[src/nbd_defs.svh]
// constants for the nibble bus device: codes, offsets, reset values, timing
`ifndef NBD_DEFS_SVH
`define NBD_DEFS_SVH

`define NBD_CMD_NOP 4'h0
`define NBD_CMD_ID 4'h1
`define NBD_CMD_PC_READ 4'h2
`define NBD_CMD_DP_READ 4'h3
`define NBD_CMD_PC_WRITE 4'h4
`define NBD_CMD_DP_WRITE 4'h5
`define NBD_CMD_LOAD_PC 4'h6
`define NBD_CMD_LOAD_DP 4'h7
`define NBD_CMD_CONFIG 4'h8
`define NBD_CMD_UNCONFIG 4'h9
`define NBD_CMD_POLL 4'ha
`define NBD_CMD_DEV_SPEC 4'hc
`define NBD_CMD_SHUTDOWN 4'he
`define NBD_CMD_RESET 4'hf

`define NBD_AUTO_SWITCH_BIT 2
`define NBD_LAST_NIBBLE 3'h4
`define NBD_ID_NIBBLES 3'h5

`define NBD_ID_TYPE_IO 4'hf
`define NBD_SIZE_CODE_MAX 4'hf
`define NBD_IO_BASE_BITS 5'h04
`define NBD_MEM_BASE_BITS 5'h0a
`define NBD_ADDR_BITS 5'h14

`define NBD_OFS_CTRL 8'h00
`define NBD_OFS_ID 8'h04
`define NBD_OFS_HARD_ADDR 8'h08
`define NBD_OFS_STATUS 8'h0c
`define NBD_OFS_PC 8'h10
`define NBD_OFS_DP 8'h14
`define NBD_OFS_CFG 8'h18
`define NBD_OFS_MEM_LO 8'h40
`define NBD_OFS_MEM_HI 8'h7c

`define NBD_CTRL_HARD 0
`define NBD_CTRL_SERVICE 1
`define NBD_STAT_CONFIGURED 0
`define NBD_STAT_SHUTDOWN 1
`define NBD_STAT_DEV_CMD 2

`define NBD_CTRL_RESET 2'h0
`define NBD_ID_RESET 20'h41f0f
`define NBD_HARD_ADDR_RESET 20'h00000
`define NBD_POLL_LINE 2'h0

`define NBD_CLK_NS 25
`define NBD_WAKE_NS 1000
`define NBD_WAKE_CYCLES (`NBD_WAKE_NS / `NBD_CLK_NS)

`endif

[src/nbd_pkg.sv]
// types shared by the nibble bus device
package nbd_pkg;

  typedef struct packed {
    logic write;
    logic [7:0] addr;
  } nbd_ahb_phase_t;

  typedef struct packed {
    logic strobe_n;
    logic cd_n;
    logic chain;
    logic [3:0] data;
  } nbd_link_t;

endpackage : nbd_pkg

[src/nbd_device.sv]
// nibble bus peripheral with an ahb-lite register port
`timescale 1ns/1ps

`include "nbd_defs.svh"

module nbd_device (
  input wire logic hclk,
  input wire logic hresetn,
  input wire logic hsel,
  input wire logic [31:0] haddr,
  input wire logic [1:0] htrans,
  input wire logic hwrite,
  input wire logic [2:0] hsize,
  input wire logic [31:0] hwdata,
  input wire logic hready,
  output logic hreadyout,
  output logic [31:0] hrdata,
  output logic hresp,
  input wire logic bus_strobe_n,
  input wire logic command_data_select_n,
  output logic command_data_select_out,
  output logic command_data_select_oe,
  input wire logic [3:0] bus_data_in,
  output logic [3:0] bus_data_out,
  output logic bus_data_oe,
  input wire logic chain_in,
  output logic chain_out
);

  localparam int WAKE_CYCLES = `NBD_WAKE_CYCLES;

  // space size in low address bits from the id code
  function automatic logic [4:0] space_bits(input logic [19:0] id);
    logic [4:0] base;
    logic [4:0] sum;
    base = (id[11:8] == `NBD_ID_TYPE_IO) ? `NBD_IO_BASE_BITS : `NBD_MEM_BASE_BITS;
    sum = base + {1'b0, `NBD_SIZE_CODE_MAX - id[3:0]};
    space_bits = (sum > `NBD_ADDR_BITS) ? `NBD_ADDR_BITS : sum;
  endfunction : space_bits

  // upper-bit compare of an address against the configuration
  function automatic logic addr_match(input logic [19:0] addr, input logic [19:0] cfg, input logic [19:0] id);
    logic [19:0] mask;
    mask = 20'hfffff << space_bits(id);
    addr_match = ((addr ^ cfg) & mask) == 20'h00000;
  endfunction : addr_match

  // link synchronisers
  nbd_pkg::nbd_link_t link_meta;
  nbd_pkg::nbd_link_t link_sync;
  nbd_pkg::nbd_link_t link_prev;

  always_ff @(posedge hclk or negedge hresetn) begin
    if (!hresetn) begin
      link_meta <= '{strobe_n: 1'b1, cd_n: 1'b1, chain: 1'b0, data: 4'h0};
      link_sync <= '{strobe_n: 1'b1, cd_n: 1'b1, chain: 1'b0, data: 4'h0};
      link_prev <= '{strobe_n: 1'b1, cd_n: 1'b1, chain: 1'b0, data: 4'h0};
    end else begin
      link_meta <= '{strobe_n: bus_strobe_n, cd_n: command_data_select_n, chain: chain_in, data: bus_data_in};
      link_sync <= link_meta;
      link_prev <= link_sync;
    end
  end

  logic strobe_rise;
  logic strobe_fall;
  assign strobe_rise = link_sync.strobe_n & ~link_prev.strobe_n;
  assign strobe_fall = ~link_sync.strobe_n & link_prev.strobe_n;

  // software registers
  logic [1:0] ctrl;
  logic [19:0] id_code;
  logic [19:0] hard_addr;
  logic dev_cmd_seen;
  logic [3:0] mem [16];

  // bus-facing state
  logic [3:0] cmd;
  logic [2:0] nib_cnt;
  logic dummy_pending;
  logic [19:0] local_program_counter;
  logic [19:0] local_data_pointer;
  logic [19:0] cfg_addr;
  logic soft_configured;
  logic cfg_pending;
  logic shutdown;

  logic hard_mode;
  logic configured;
  logic [19:0] active_cfg;
  logic [19:0] active_addr;
  logic active_match;
  logic dp_match;
  logic service_need;
  assign hard_mode = ctrl[`NBD_CTRL_HARD];
  assign service_need = ctrl[`NBD_CTRL_SERVICE];
  assign configured = hard_mode | soft_configured;
  assign active_cfg = hard_mode ? hard_addr : cfg_addr;
  assign active_addr = cmd[0] ? local_data_pointer : local_program_counter;
  assign active_match = configured & addr_match(active_addr, active_cfg, id_code);
  assign dp_match = configured & addr_match(local_data_pointer, active_cfg, id_code);

  logic chain_ok;
  assign chain_ok = ~configured & link_sync.chain;

  logic is_read;
  logic is_write;
  logic is_load;
  assign is_read = (cmd == `NBD_CMD_PC_READ) || (cmd == `NBD_CMD_DP_READ);
  assign is_write = (cmd == `NBD_CMD_PC_WRITE) || (cmd == `NBD_CMD_DP_WRITE);
  assign is_load = (cmd == `NBD_CMD_LOAD_PC) || (cmd == `NBD_CMD_LOAD_DP);

  logic cmd_strobe;
  logic data_strobe;
  assign cmd_strobe = strobe_rise & ~link_sync.cd_n;
  assign data_strobe = strobe_rise & link_sync.cd_n;

  // command latch and nibble sequencing
  always_ff @(posedge hclk or negedge hresetn) begin
    if (!hresetn) begin
      cmd <= `NBD_CMD_NOP;
      nib_cnt <= 3'h0;
      dummy_pending <= 1'b0;
    end else if (cmd_strobe) begin
      cmd <= link_sync.data;
      nib_cnt <= 3'h0;
      dummy_pending <= (link_sync.data == `NBD_CMD_PC_READ) || (link_sync.data == `NBD_CMD_DP_READ);
    end else if (data_strobe) begin
      if (is_read && dummy_pending) begin
        dummy_pending <= 1'b0;
      end else if (is_load) begin
        nib_cnt <= nib_cnt + 3'h1;
        if (nib_cnt == `NBD_LAST_NIBBLE) begin
          cmd[`NBD_AUTO_SWITCH_BIT] <= 1'b0;
          dummy_pending <= 1'b1;
          nib_cnt <= 3'h0;
        end
      end else if (nib_cnt < `NBD_ID_NIBBLES) begin
        nib_cnt <= nib_cnt + 3'h1;
      end
    end
  end

  // local address registers
  always_ff @(posedge hclk or negedge hresetn) begin
    if (!hresetn) begin
      local_program_counter <= 20'h00000;
      local_data_pointer <= 20'h00000;
    end else if (data_strobe) begin
      if (is_load && nib_cnt <= `NBD_LAST_NIBBLE) begin
        if (cmd[0]) begin
          local_data_pointer[nib_cnt*4 +: 4] <= link_sync.data;
        end else begin
          local_program_counter[nib_cnt*4 +: 4] <= link_sync.data;
        end
      end else if ((is_read && !dummy_pending) || is_write) begin
        if (cmd[0]) begin
          local_data_pointer <= local_data_pointer + 20'h00001;
        end else begin
          local_program_counter <= local_program_counter + 20'h00001;
        end
      end
    end
  end

  // configuration state
  always_ff @(posedge hclk or negedge hresetn) begin
    if (!hresetn) begin
      soft_configured <= 1'b0;
      cfg_pending <= 1'b0;
      cfg_addr <= 20'h00000;
    end else if (cmd_strobe) begin
      if (link_sync.data == `NBD_CMD_RESET) begin
        soft_configured <= 1'b0;
        cfg_pending <= 1'b0;
      end else if (link_sync.data == `NBD_CMD_UNCONFIG && !hard_mode && dp_match) begin
        soft_configured <= 1'b0;
        cfg_pending <= 1'b0;
      end else if (cfg_pending) begin
        soft_configured <= 1'b1;
        cfg_pending <= 1'b0;
      end
    end else if (data_strobe && cmd == `NBD_CMD_CONFIG && chain_ok && !hard_mode && !cfg_pending
                 && nib_cnt <= `NBD_LAST_NIBBLE) begin
      cfg_addr[nib_cnt*4 +: 4] <= link_sync.data;
      if (nib_cnt == `NBD_LAST_NIBBLE) begin
        cfg_pending <= 1'b1;
      end
    end
  end

  assign chain_out = configured & link_sync.chain;

  // shutdown tracking and device-specific command flag
  always_ff @(posedge hclk or negedge hresetn) begin
    if (!hresetn) begin
      shutdown <= 1'b0;
    end else if (cmd_strobe) begin
      shutdown <= (link_sync.data == `NBD_CMD_SHUTDOWN);
    end else if (strobe_fall) begin
      shutdown <= 1'b0;
    end
  end

  logic dev_cmd_hit;
  logic dev_cmd_clear;
  assign dev_cmd_hit = cmd_strobe && link_sync.data == `NBD_CMD_DEV_SPEC && dp_match;

  always_ff @(posedge hclk or negedge hresetn) begin
    if (!hresetn) begin
      dev_cmd_seen <= 1'b0;
    end else if (dev_cmd_hit) begin
      dev_cmd_seen <= 1'b1;
    end else if (dev_cmd_clear) begin
      dev_cmd_seen <= 1'b0;
    end
  end

  // wake request: one pulse per new service need
  logic woke;
  logic [5:0] wake_cnt;
  always_ff @(posedge hclk or negedge hresetn) begin
    if (!hresetn) begin
      woke <= 1'b0;
      wake_cnt <= 6'h00;
    end else begin
      if (!service_need) begin
        woke <= 1'b0;
      end else if (shutdown && !woke) begin
        woke <= 1'b1;
        wake_cnt <= 6'(WAKE_CYCLES);
      end
      // own pull shows on the select input, so only a strobe may cut the pulse
      if (wake_cnt != 6'h00 && !(shutdown && service_need && !woke)) begin
        wake_cnt <= shutdown ? wake_cnt - 6'h01 : 6'h00;
      end
    end
  end
  assign command_data_select_out = 1'b0;
  assign command_data_select_oe = (wake_cnt != 6'h00);

  // read-side drive, set at strobe fall, released at strobe rise
  always_ff @(posedge hclk or negedge hresetn) begin
    if (!hresetn) begin
      bus_data_out <= 4'h0;
      bus_data_oe <= 1'b0;
    end else if (strobe_rise || link_sync.strobe_n) begin
      bus_data_oe <= 1'b0;
      bus_data_out <= 4'h0;
    end else if (strobe_fall && link_sync.cd_n) begin
      if (cmd == `NBD_CMD_ID && chain_ok && !hard_mode && nib_cnt < `NBD_ID_NIBBLES) begin
        bus_data_oe <= 1'b1;
        bus_data_out <= id_code[nib_cnt*4 +: 4];
      end else if (is_read && !dummy_pending && active_match) begin
        bus_data_oe <= 1'b1;
        bus_data_out <= mem[active_addr[3:0]];
      end else if (cmd == `NBD_CMD_POLL && service_need && nib_cnt == 3'h0) begin
        bus_data_oe <= 1'b1;
        bus_data_out <= 4'h1 << `NBD_POLL_LINE;
      end
    end
  end

  // ahb-lite slave, zero wait states
  nbd_pkg::nbd_ahb_phase_t dphase;
  logic dphase_valid;
  logic addr_take;
  assign addr_take = hsel & htrans[1] & hready;
  assign hreadyout = 1'b1;
  assign hresp = 1'b0;

  always_ff @(posedge hclk or negedge hresetn) begin
    if (!hresetn) begin
      dphase <= '{write: 1'b0, addr: 8'h00};
      dphase_valid <= 1'b0;
    end else begin
      dphase_valid <= addr_take;
      if (addr_take) begin
        dphase <= '{write: hwrite, addr: haddr[7:0]};
      end
    end
  end

  logic sw_wr;
  logic mem_win_wr;
  assign sw_wr = dphase_valid & dphase.write;
  assign mem_win_wr = sw_wr && dphase.addr >= `NBD_OFS_MEM_LO && dphase.addr <= `NBD_OFS_MEM_HI;
  assign dev_cmd_clear = sw_wr && dphase.addr == `NBD_OFS_STATUS && hwdata[`NBD_STAT_DEV_CMD];

  always_ff @(posedge hclk or negedge hresetn) begin
    if (!hresetn) begin
      ctrl <= `NBD_CTRL_RESET;
      id_code <= `NBD_ID_RESET;
      hard_addr <= `NBD_HARD_ADDR_RESET;
    end else if (sw_wr) begin
      case (dphase.addr)
        `NBD_OFS_CTRL: ctrl <= hwdata[1:0];
        `NBD_OFS_ID: id_code <= hwdata[19:0];
        `NBD_OFS_HARD_ADDR: hard_addr <= hwdata[19:0];
        default: ;
      endcase
    end
  end

  // nibble storage; a bus write beats a software write
  always_ff @(posedge hclk or negedge hresetn) begin
    if (!hresetn) begin
      for (int i = 0; i < 16; i++) begin
        mem[i] <= 4'h0;
      end
    end else if (data_strobe && is_write && active_match) begin
      mem[active_addr[3:0]] <= link_sync.data;
    end else if (mem_win_wr) begin
      mem[dphase.addr[5:2]] <= hwdata[3:0];
    end
  end

  logic [31:0] rd_value;
  always_comb begin
    rd_value = 32'h00000000;
    if (haddr[7:0] >= `NBD_OFS_MEM_LO && haddr[7:0] <= `NBD_OFS_MEM_HI) begin
      rd_value = {28'h0000000, mem[haddr[5:2]]};
    end else begin
      case (haddr[7:0])
        `NBD_OFS_CTRL: rd_value = {30'h0000000, ctrl};
        `NBD_OFS_ID: rd_value = {12'h000, id_code};
        `NBD_OFS_HARD_ADDR: rd_value = {12'h000, hard_addr};
        `NBD_OFS_STATUS: rd_value = {24'h000000, cmd, 1'b0, dev_cmd_seen, shutdown, configured};
        `NBD_OFS_PC: rd_value = {12'h000, local_program_counter};
        `NBD_OFS_DP: rd_value = {12'h000, local_data_pointer};
        `NBD_OFS_CFG: rd_value = {12'h000, active_cfg};
        default: rd_value = 32'h00000000;
      endcase
    end
  end

  always_ff @(posedge hclk or negedge hresetn) begin
    if (!hresetn) begin
      hrdata <= 32'h00000000;
    end else if (addr_take && !hwrite) begin
      hrdata <= rd_value;
    end
  end

endmodule : nbd_device

[config.mk]
export PLATFORM = sky130hd
export DESIGN_NAME = nbd_device
export DESIGN_NICKNAME = d
export VERILOG_FILES = /design/src/nbd_pkg.sv /design/src/nbd_device.sv
export VERILOG_INCLUDE_DIRS = /design/src /design/src/src
export SDC_FILE = /design/constraint.sdc
export NUM_CORES = 1
export LEC_CHECK = 0
export BUFFER_PORTS_ARGS = -buffer_cell sky130_fd_sc_hd__buf_2
export CORE_ASPECT_RATIO = 1.25
export CORE_UTILIZATION = 30
export DETAILED_ROUTE_END_ITERATION = 8
export SLEW_MARGIN = 25
export SYNTH_ARGS = -nofsm -noshare
export SYNTH_HDL_FRONTEND = slang
export SYNTH_SLANG_ARGS = --single-unit
[constraint.sdc]
create_clock -name hclk -period 8.3 [get_ports hclk]
set_input_delay 0.83 -clock hclk [delete_from_list [all_inputs] [get_ports hclk]]
set_output_delay 0.83 -clock hclk [all_outputs]
set_load 0.05 [all_outputs]
==> results.toml, run 1 <==
[clock_network]
holdBufCountCts = 0
htreeDepth = 1
clk_path_buf_depth = 3
cts_buffers = 29
post_cts_buffers = 0
clock_latency_ns = 0.59
clk_pin_slew_ns = 0.06
cts_sinks = 235
cts_resized = 0
cts_tree = "yes"
clockRootBuffer = "clkbuf_16"

[worst_setup_path]
cpMostUsedCell = "nor2_1"
worstPathRequired_ns = 8.82
cp-end-kind = "register"
path_cells = "nand4_1 -> ha_1 -> fa_1 -> nor2_1 -> nor2_1 -> a21oi_1 -> o21a_1 -> or4_1 -> nor4_4 -> buf_4 -> mux2i_1 -> o221a_2"
worst-path-max-fanout = 62
criticalPathCategory = "reg2reg"
crit_start = "id_code[11]"
start_kind = "register"
worst_r2r_startpoint = "id_code[11]"
critPathSlowestCell = "fa_1"
arrival_ns = 5.71
slowest_delay_ns = 0.92

[synth]
synth.area.mux_share_pct = 14.2
synth_top_family_by_area = "compound AO/OA/AOI/OAI gates"
syn_area_per_cell_um2 = 9.27
synth_area_leaders = "dfrtp_1 (37%), mux2_2 (5.7%), mux4_2 (4.3%)"
synth_top_area_share_pct = 36.5
synth_compound_area_share_pct = 20.5
yosysMostFrequentCell = "dfrtp_1"
yosys.area_share.adder_pct = 1.11
netlist_area_mm2 = 0.0151
synth-simple-area-share_pct = 16.8
yosysSeqAreaShare_pct = 39.2
ys_ff_latch = 235
yosysUniqueCellTypes = 79
syn_inst = 1625
netlist_top_cells_count = "dfrtp_1 (220), nand2_1 (164), o21ai_0 (120), a21oi_1 (114)"
yosysTopAreaCell = "dfrtp_1"
synth-edff-count = 0
yosysWarnings = 0
synth_async_sr_flop_share_pct = 100
yosys_most_used_dff = "dfrtp_1"
synth_xor_area_share_pct = 2.62

[placement]
dpl-instance-area_mm2 = 0.0159
routabilityCongestion = 0.942
numPortBuffers = 67
dp_hpwl_mm = 37.1
place_inst = 2247

[timing]
tightestPinTransition_ns = 1.01
fin_crit_sh_pct = 62.5
slew_headroom_pct = 32.4
grt_setup_unrepaired = "false"
finalSetupTns_ns = 0
drv_slew = 0
hold_viol_final = 0
setup_viol = 0
whs_ns = 0.239
fin_crit_ns = 5.19
fin_worst_skew_ns = 0.0289
fmaxAchievable_ghz = 0.193

[drt]
wl_per_cell_um = 22.8
wl_mm = 52.5
remaining_drc_errors = 0
viasPerCell = 5.84
dr.pass1.iters = 6
drt-initial-drc-count = 1243
vias = 13451
antenna_left = 0

[global_routing]
grt_pass1_vias = 13197
grtUsageTotal_pct = 20.3
grt_pass1_wl_mm = 80.3
overflow = 0
antenna_found_initial = 0
grt_max_degree = 94

[floorplanning]
dieArea_mm2 = 0.0511
row_count = 91
die_h_um = 253
core_area_mm2 = 0.0494
die_w_um = 202
start_util_pct = 30.5
pin_count = 123

[cells_and_area]
fin_nets = 1721
antenna_cells = 0
area_growth_pct = 12.2
drive_gt1_share_pct = 18.9
design_area_mm2 = 0.0169
stdcell_count = 2302

[power_and_ir_drop]
power_density_mw_per_mm2 = 226
peakVddDrop_uv = 143
p_total_mw = 3.81
power.leakage_nw = 6.79

[outcome]
status = "completed"

[job]
drv_cap = 0

[hold_path]
hp-class = "in2async"
-- through the flow --
stage                     util [%]  setup WS [ns]
final                         34.2           3.11
after global routing          34.2           2.82
after CTS                     34.1           3.19
after detailed placement      32.1           3.21
after global placement        32.1           3.26
after floorplan                  -           4.26
-- state kept, by name, summed over array words and instances, names as in the netlist, 6 cells and up --
| signal | flops |
|---|---|
| mem | 64 |
| cfg_addr | 20 |
| hard_addr | 20 |
| hrdata | 20 |
| id_code | 20 |
| local_data_pointer | 20 |
| local_program_counter | 20 |
| dphase | 9 |
| link_meta | 7 |
| link_sync | 7 |
| wake_cnt | 6 |
-- cell families (layout without fill, tap and decap cells) --
family                   Yosys count  count (layout)
AO/OA/AOI/OAI                    459             459
XOR/XNOR                          45              45
adder cells (fa/ha/maj)           13              13
buffers and inverters            193             206
flip-flops                       235             235
multiplexers                     168             168
other                              2              15
AND/OR/NAND/NOR                  510             510
-- worst max-delay path, delay by kind of cell (launching register included) --
kind	cells	cell delay [ns]
flops	1	0.59
simple gates	5	1.65
buf+inv	1	0.61
mux	1	0.50
compound gates	3	0.55
fa+ha+maj	2	1.20
-- where the power goes --
group | switching (mW) | total (mW) | internal (mW)
logic | 0.727 | 1.11 | 0.379
registers | 0.162 | 1.40 | 1.24
clock network | 0.542 | 1.30 | 0.762
total | 1.43 | 3.81 | 2.38
-- worst paths after layout --
| check | to | slack (ns) | cells past startpoint |
|---|---|---|---|
| worst max-delay path | mem[22] | 3.11 | 12 |
| worst min-delay path | local_data_pointer[16] | 0.24 | 1 |
| worst max register to register | mem[22] | 3.11 | 12 |
| worst min register to register | link_sync[2] | 0.34 | 0 |
| max in group asynchronous | link_prev[6] | 6.86 | 3 |
| min in group hclk | link_sync[2] | 0.34 | 0 |
-- layer usage --
metal	vias up	wire length [um]	global-route usage (%)	share of wire (%)
li1	6028	-	-	-
met1	6647	20500	24.9	39
met2	626	25600	34.5	49
met3	150	3580	3.15	6.8
met4	0	2870	9.84	5.5
met5	-	0	0	0
-- cell type report --
cell class	count	area, um2
clock inverter	13	113
inverter	57	214
multi-input combinational	1210	8410
fill	5122	32500
tap	651	815
clock buffer	41	871
timing repair buffer	95	582
sequential	235	5900
-- placed cells by master, fill, tap and decap left out, drive strengths merged, types with 18 or more instances in the layout --
master,netlist,routed
nor2,92,92
nand2b,19,19
or3,29,29
o32ai,18,18
mux2,76,76
nand3,65,65
nand2,164,164
clkbuf,92,41
o221a,24,24
mux2i,63,63
o22ai,23,23
o21ai,120,120
dfrtp,220,220
xnor2,29,29
mux4,29,29
a21oi,114,114
nor3,27,27
inv,55,58
buf,44,95
Note: power is estimated with default switching activity, not from simulation.
==> run 2, diff against run 1 <==
==> constraint.sdc (replaced) <==
create_clock -name hclk -period 4.7 [get_ports hclk]
set_input_delay 0.47 -clock hclk [delete_from_list [all_inputs] [get_ports hclk]]
set_output_delay 0.47 -clock hclk [all_outputs]
set_load 0.05 [all_outputs]
==> run 2 against run 1 <==
Effect of this change: power up 77%; sequential power rose by 78%; die area did not move; via count grew 1.2%; non-clock buffer count rose by 31; global-route usage increased by 0.31 points; clock power up 75%; largest cell class unchanged; largest power group unchanged.
==> results.toml, run 2 (synthesis gave the netlist of run 1 again) <==
[outcome]
status = "completed"

[clock_network]
clockRootBuffer = "clkbuf_16"
clk_path_buf_depth = 3
clk_pin_slew_ns = 0.06
clock_latency_ns = 0.57
cts_buffers = 27
htreeDepth = 1
post_cts_buffers = 0
cts_sinks = 235
cts_tree = "yes"

[timing]
tightestPinTransition_ns = 1.09
setup_viol = 0
grt_setup_unrepaired = "false"
drv_slew = 0
setup_ws_ns = 0.287
whs_ns = 0.0178
hold_viol_final = 0
finalSetupTns_ns = 0
fin_crit_ns = 4.41
slew_headroom_pct = 27.1
fmaxAchievable_ghz = 0.227
fin_crit_sh_pct = 93.9
fin_worst_skew_ns = 0.0155

[global_routing]
grtUsageMet3_pct = 3.24
grtUsageTotal_pct = 20.6
grt_most_used_layer = "met2"
grtUsageMet1_pct = 25.3
overflow = 0
grt_pass1_vias = 13322
grt_max_degree = 110
grt_pass1_wl_mm = 81.4
antenna_found_initial = 0
grt_use_met2_pct = 34.9

[floorplanning]
die_w_um = 202
dieArea_mm2 = 0.0511
die_h_um = 253
pin_count = 123
row_count = 91
core_area_mm2 = 0.0494
start_util_pct = 30.5

[cells_and_area]
finish.utilization_pct = 34.7
area_growth_pct = 13.7
drive_gt1_share_pct = 20.0
antenna_cells = 0
final_cell_mix = "dfrtp_1 (220), nand2_1 (164), o21ai_0 (120)"
largest_reg_flops = 64
stdcell_count = 2329
fin_nets = 1750
mostFrequentLayoutCell = "dfrtp_1"
design_area_mm2 = 0.0171
regMostFlops = "mem"

[worst_setup_path]
start_kind = "register"
worstPathRequired_ns = 5.20
arrival_ns = 4.92
slowest_delay_ns = 0.67
critPathSlowestCell = "fa_2"
criticalPathCategory = "reg2reg"
path_delay_family = "simple AND/OR/NAND/NOR gates"
worst-path-max-fanout = 62
cpMostUsedCell = "nor2_1"
path_cells = "nand4_1 -> ha_1 -> fa_2 -> nor2_1 -> nor2_1 -> a21oi_1 -> o21a_1 -> or4_1 -> buf_4 -> nor4_4 -> buf_12 -> mux2i_1 -> o221a_2"
critPathBufInv = 2
cp-end-kind = "register"

[drt]
wl_per_cell_um = 23.0
antenna_left = 0
remaining_drc_errors = 0
wl_mm = 53.5
viasPerCell = 5.85
drt-initial-drc-count = 1191
vias = 13619
dr.pass1.iters = 5

[power_and_ir_drop]
power.leakage_nw = 6.91
power_density_mw_per_mm2 = 395
p_total_mw = 6.76
peakVddDrop_uv = 231

[placement]
routabilityCongestion = 0.954
place_worst_setup_slack_ns = 0.204
place_inst = 2274
dpl-instance-area_mm2 = 0.0161
numPortBuffers = 67
dp_hpwl_mm = 38.7

[job]
drv_cap = 0

[hold_path]
hp-class = "in2reg"
==> run 2: path summary, 6_finish.rpt <==
kind | slack (ns) | end | cells past startpoint | startpoint
worst max-delay path | 0.29 | mem[30] | 13 | id_code[9]
worst min-delay path | 0.02 | link_meta[5] | 1 | command_data_select_n
worst max register to register | 0.29 | mem[30] | 13 | id_code[9]
worst min register to register | 0.35 | link_sync[2] | 0 | link_meta[2]
max in group asynchronous | 2.98 | local_program_counter[11] | 3 | hresetn
min in group asynchronous | 0.54 | local_data_pointer[5] | 2 | hresetn
==> run 2: timing repair <==
action / CTS / global route
resized for setup: 0 / 8
endpoints found under the setup margin: 0 / 20
hold endpoints to repair: 10 / 0
hold buffers: 5 / 0
==> run 2: where the power goes <==
group | internal (mW) | total [mW] | switching, mW
sequential | 2.19 | 2.49 | 0.293
clock | 1.37 | 2.28 | 0.916
combinational | 0.708 | 1.99 | 1.28
total | 4.27 | 6.76 | 2.49
==> run 2: layer usage <==
| metal | part of all wire, % | wire, um | vias up |
|---|---|---|---|
| li1 | - | - | 6094 |
| met1 | 39 | 21100 | 6753 |
| met2 | 49 | 26100 | 609 |
| met3 | 6.4 | 3400 | 163 |
| met4 | 5.4 | 2870 | 0 |
| met5 | 0 | 0 | - |
==> run 2: cell type report <==
type / instances / area, um2
fill: 5067 / 32300
clock inverter: 14 / 213
sequential: 235 / 5900
multi-input combinational: 1210 / 8430
timing repair buffer: 126 / 838
inverter: 57 / 214
clock buffer: 36 / 729
tap: 651 / 815
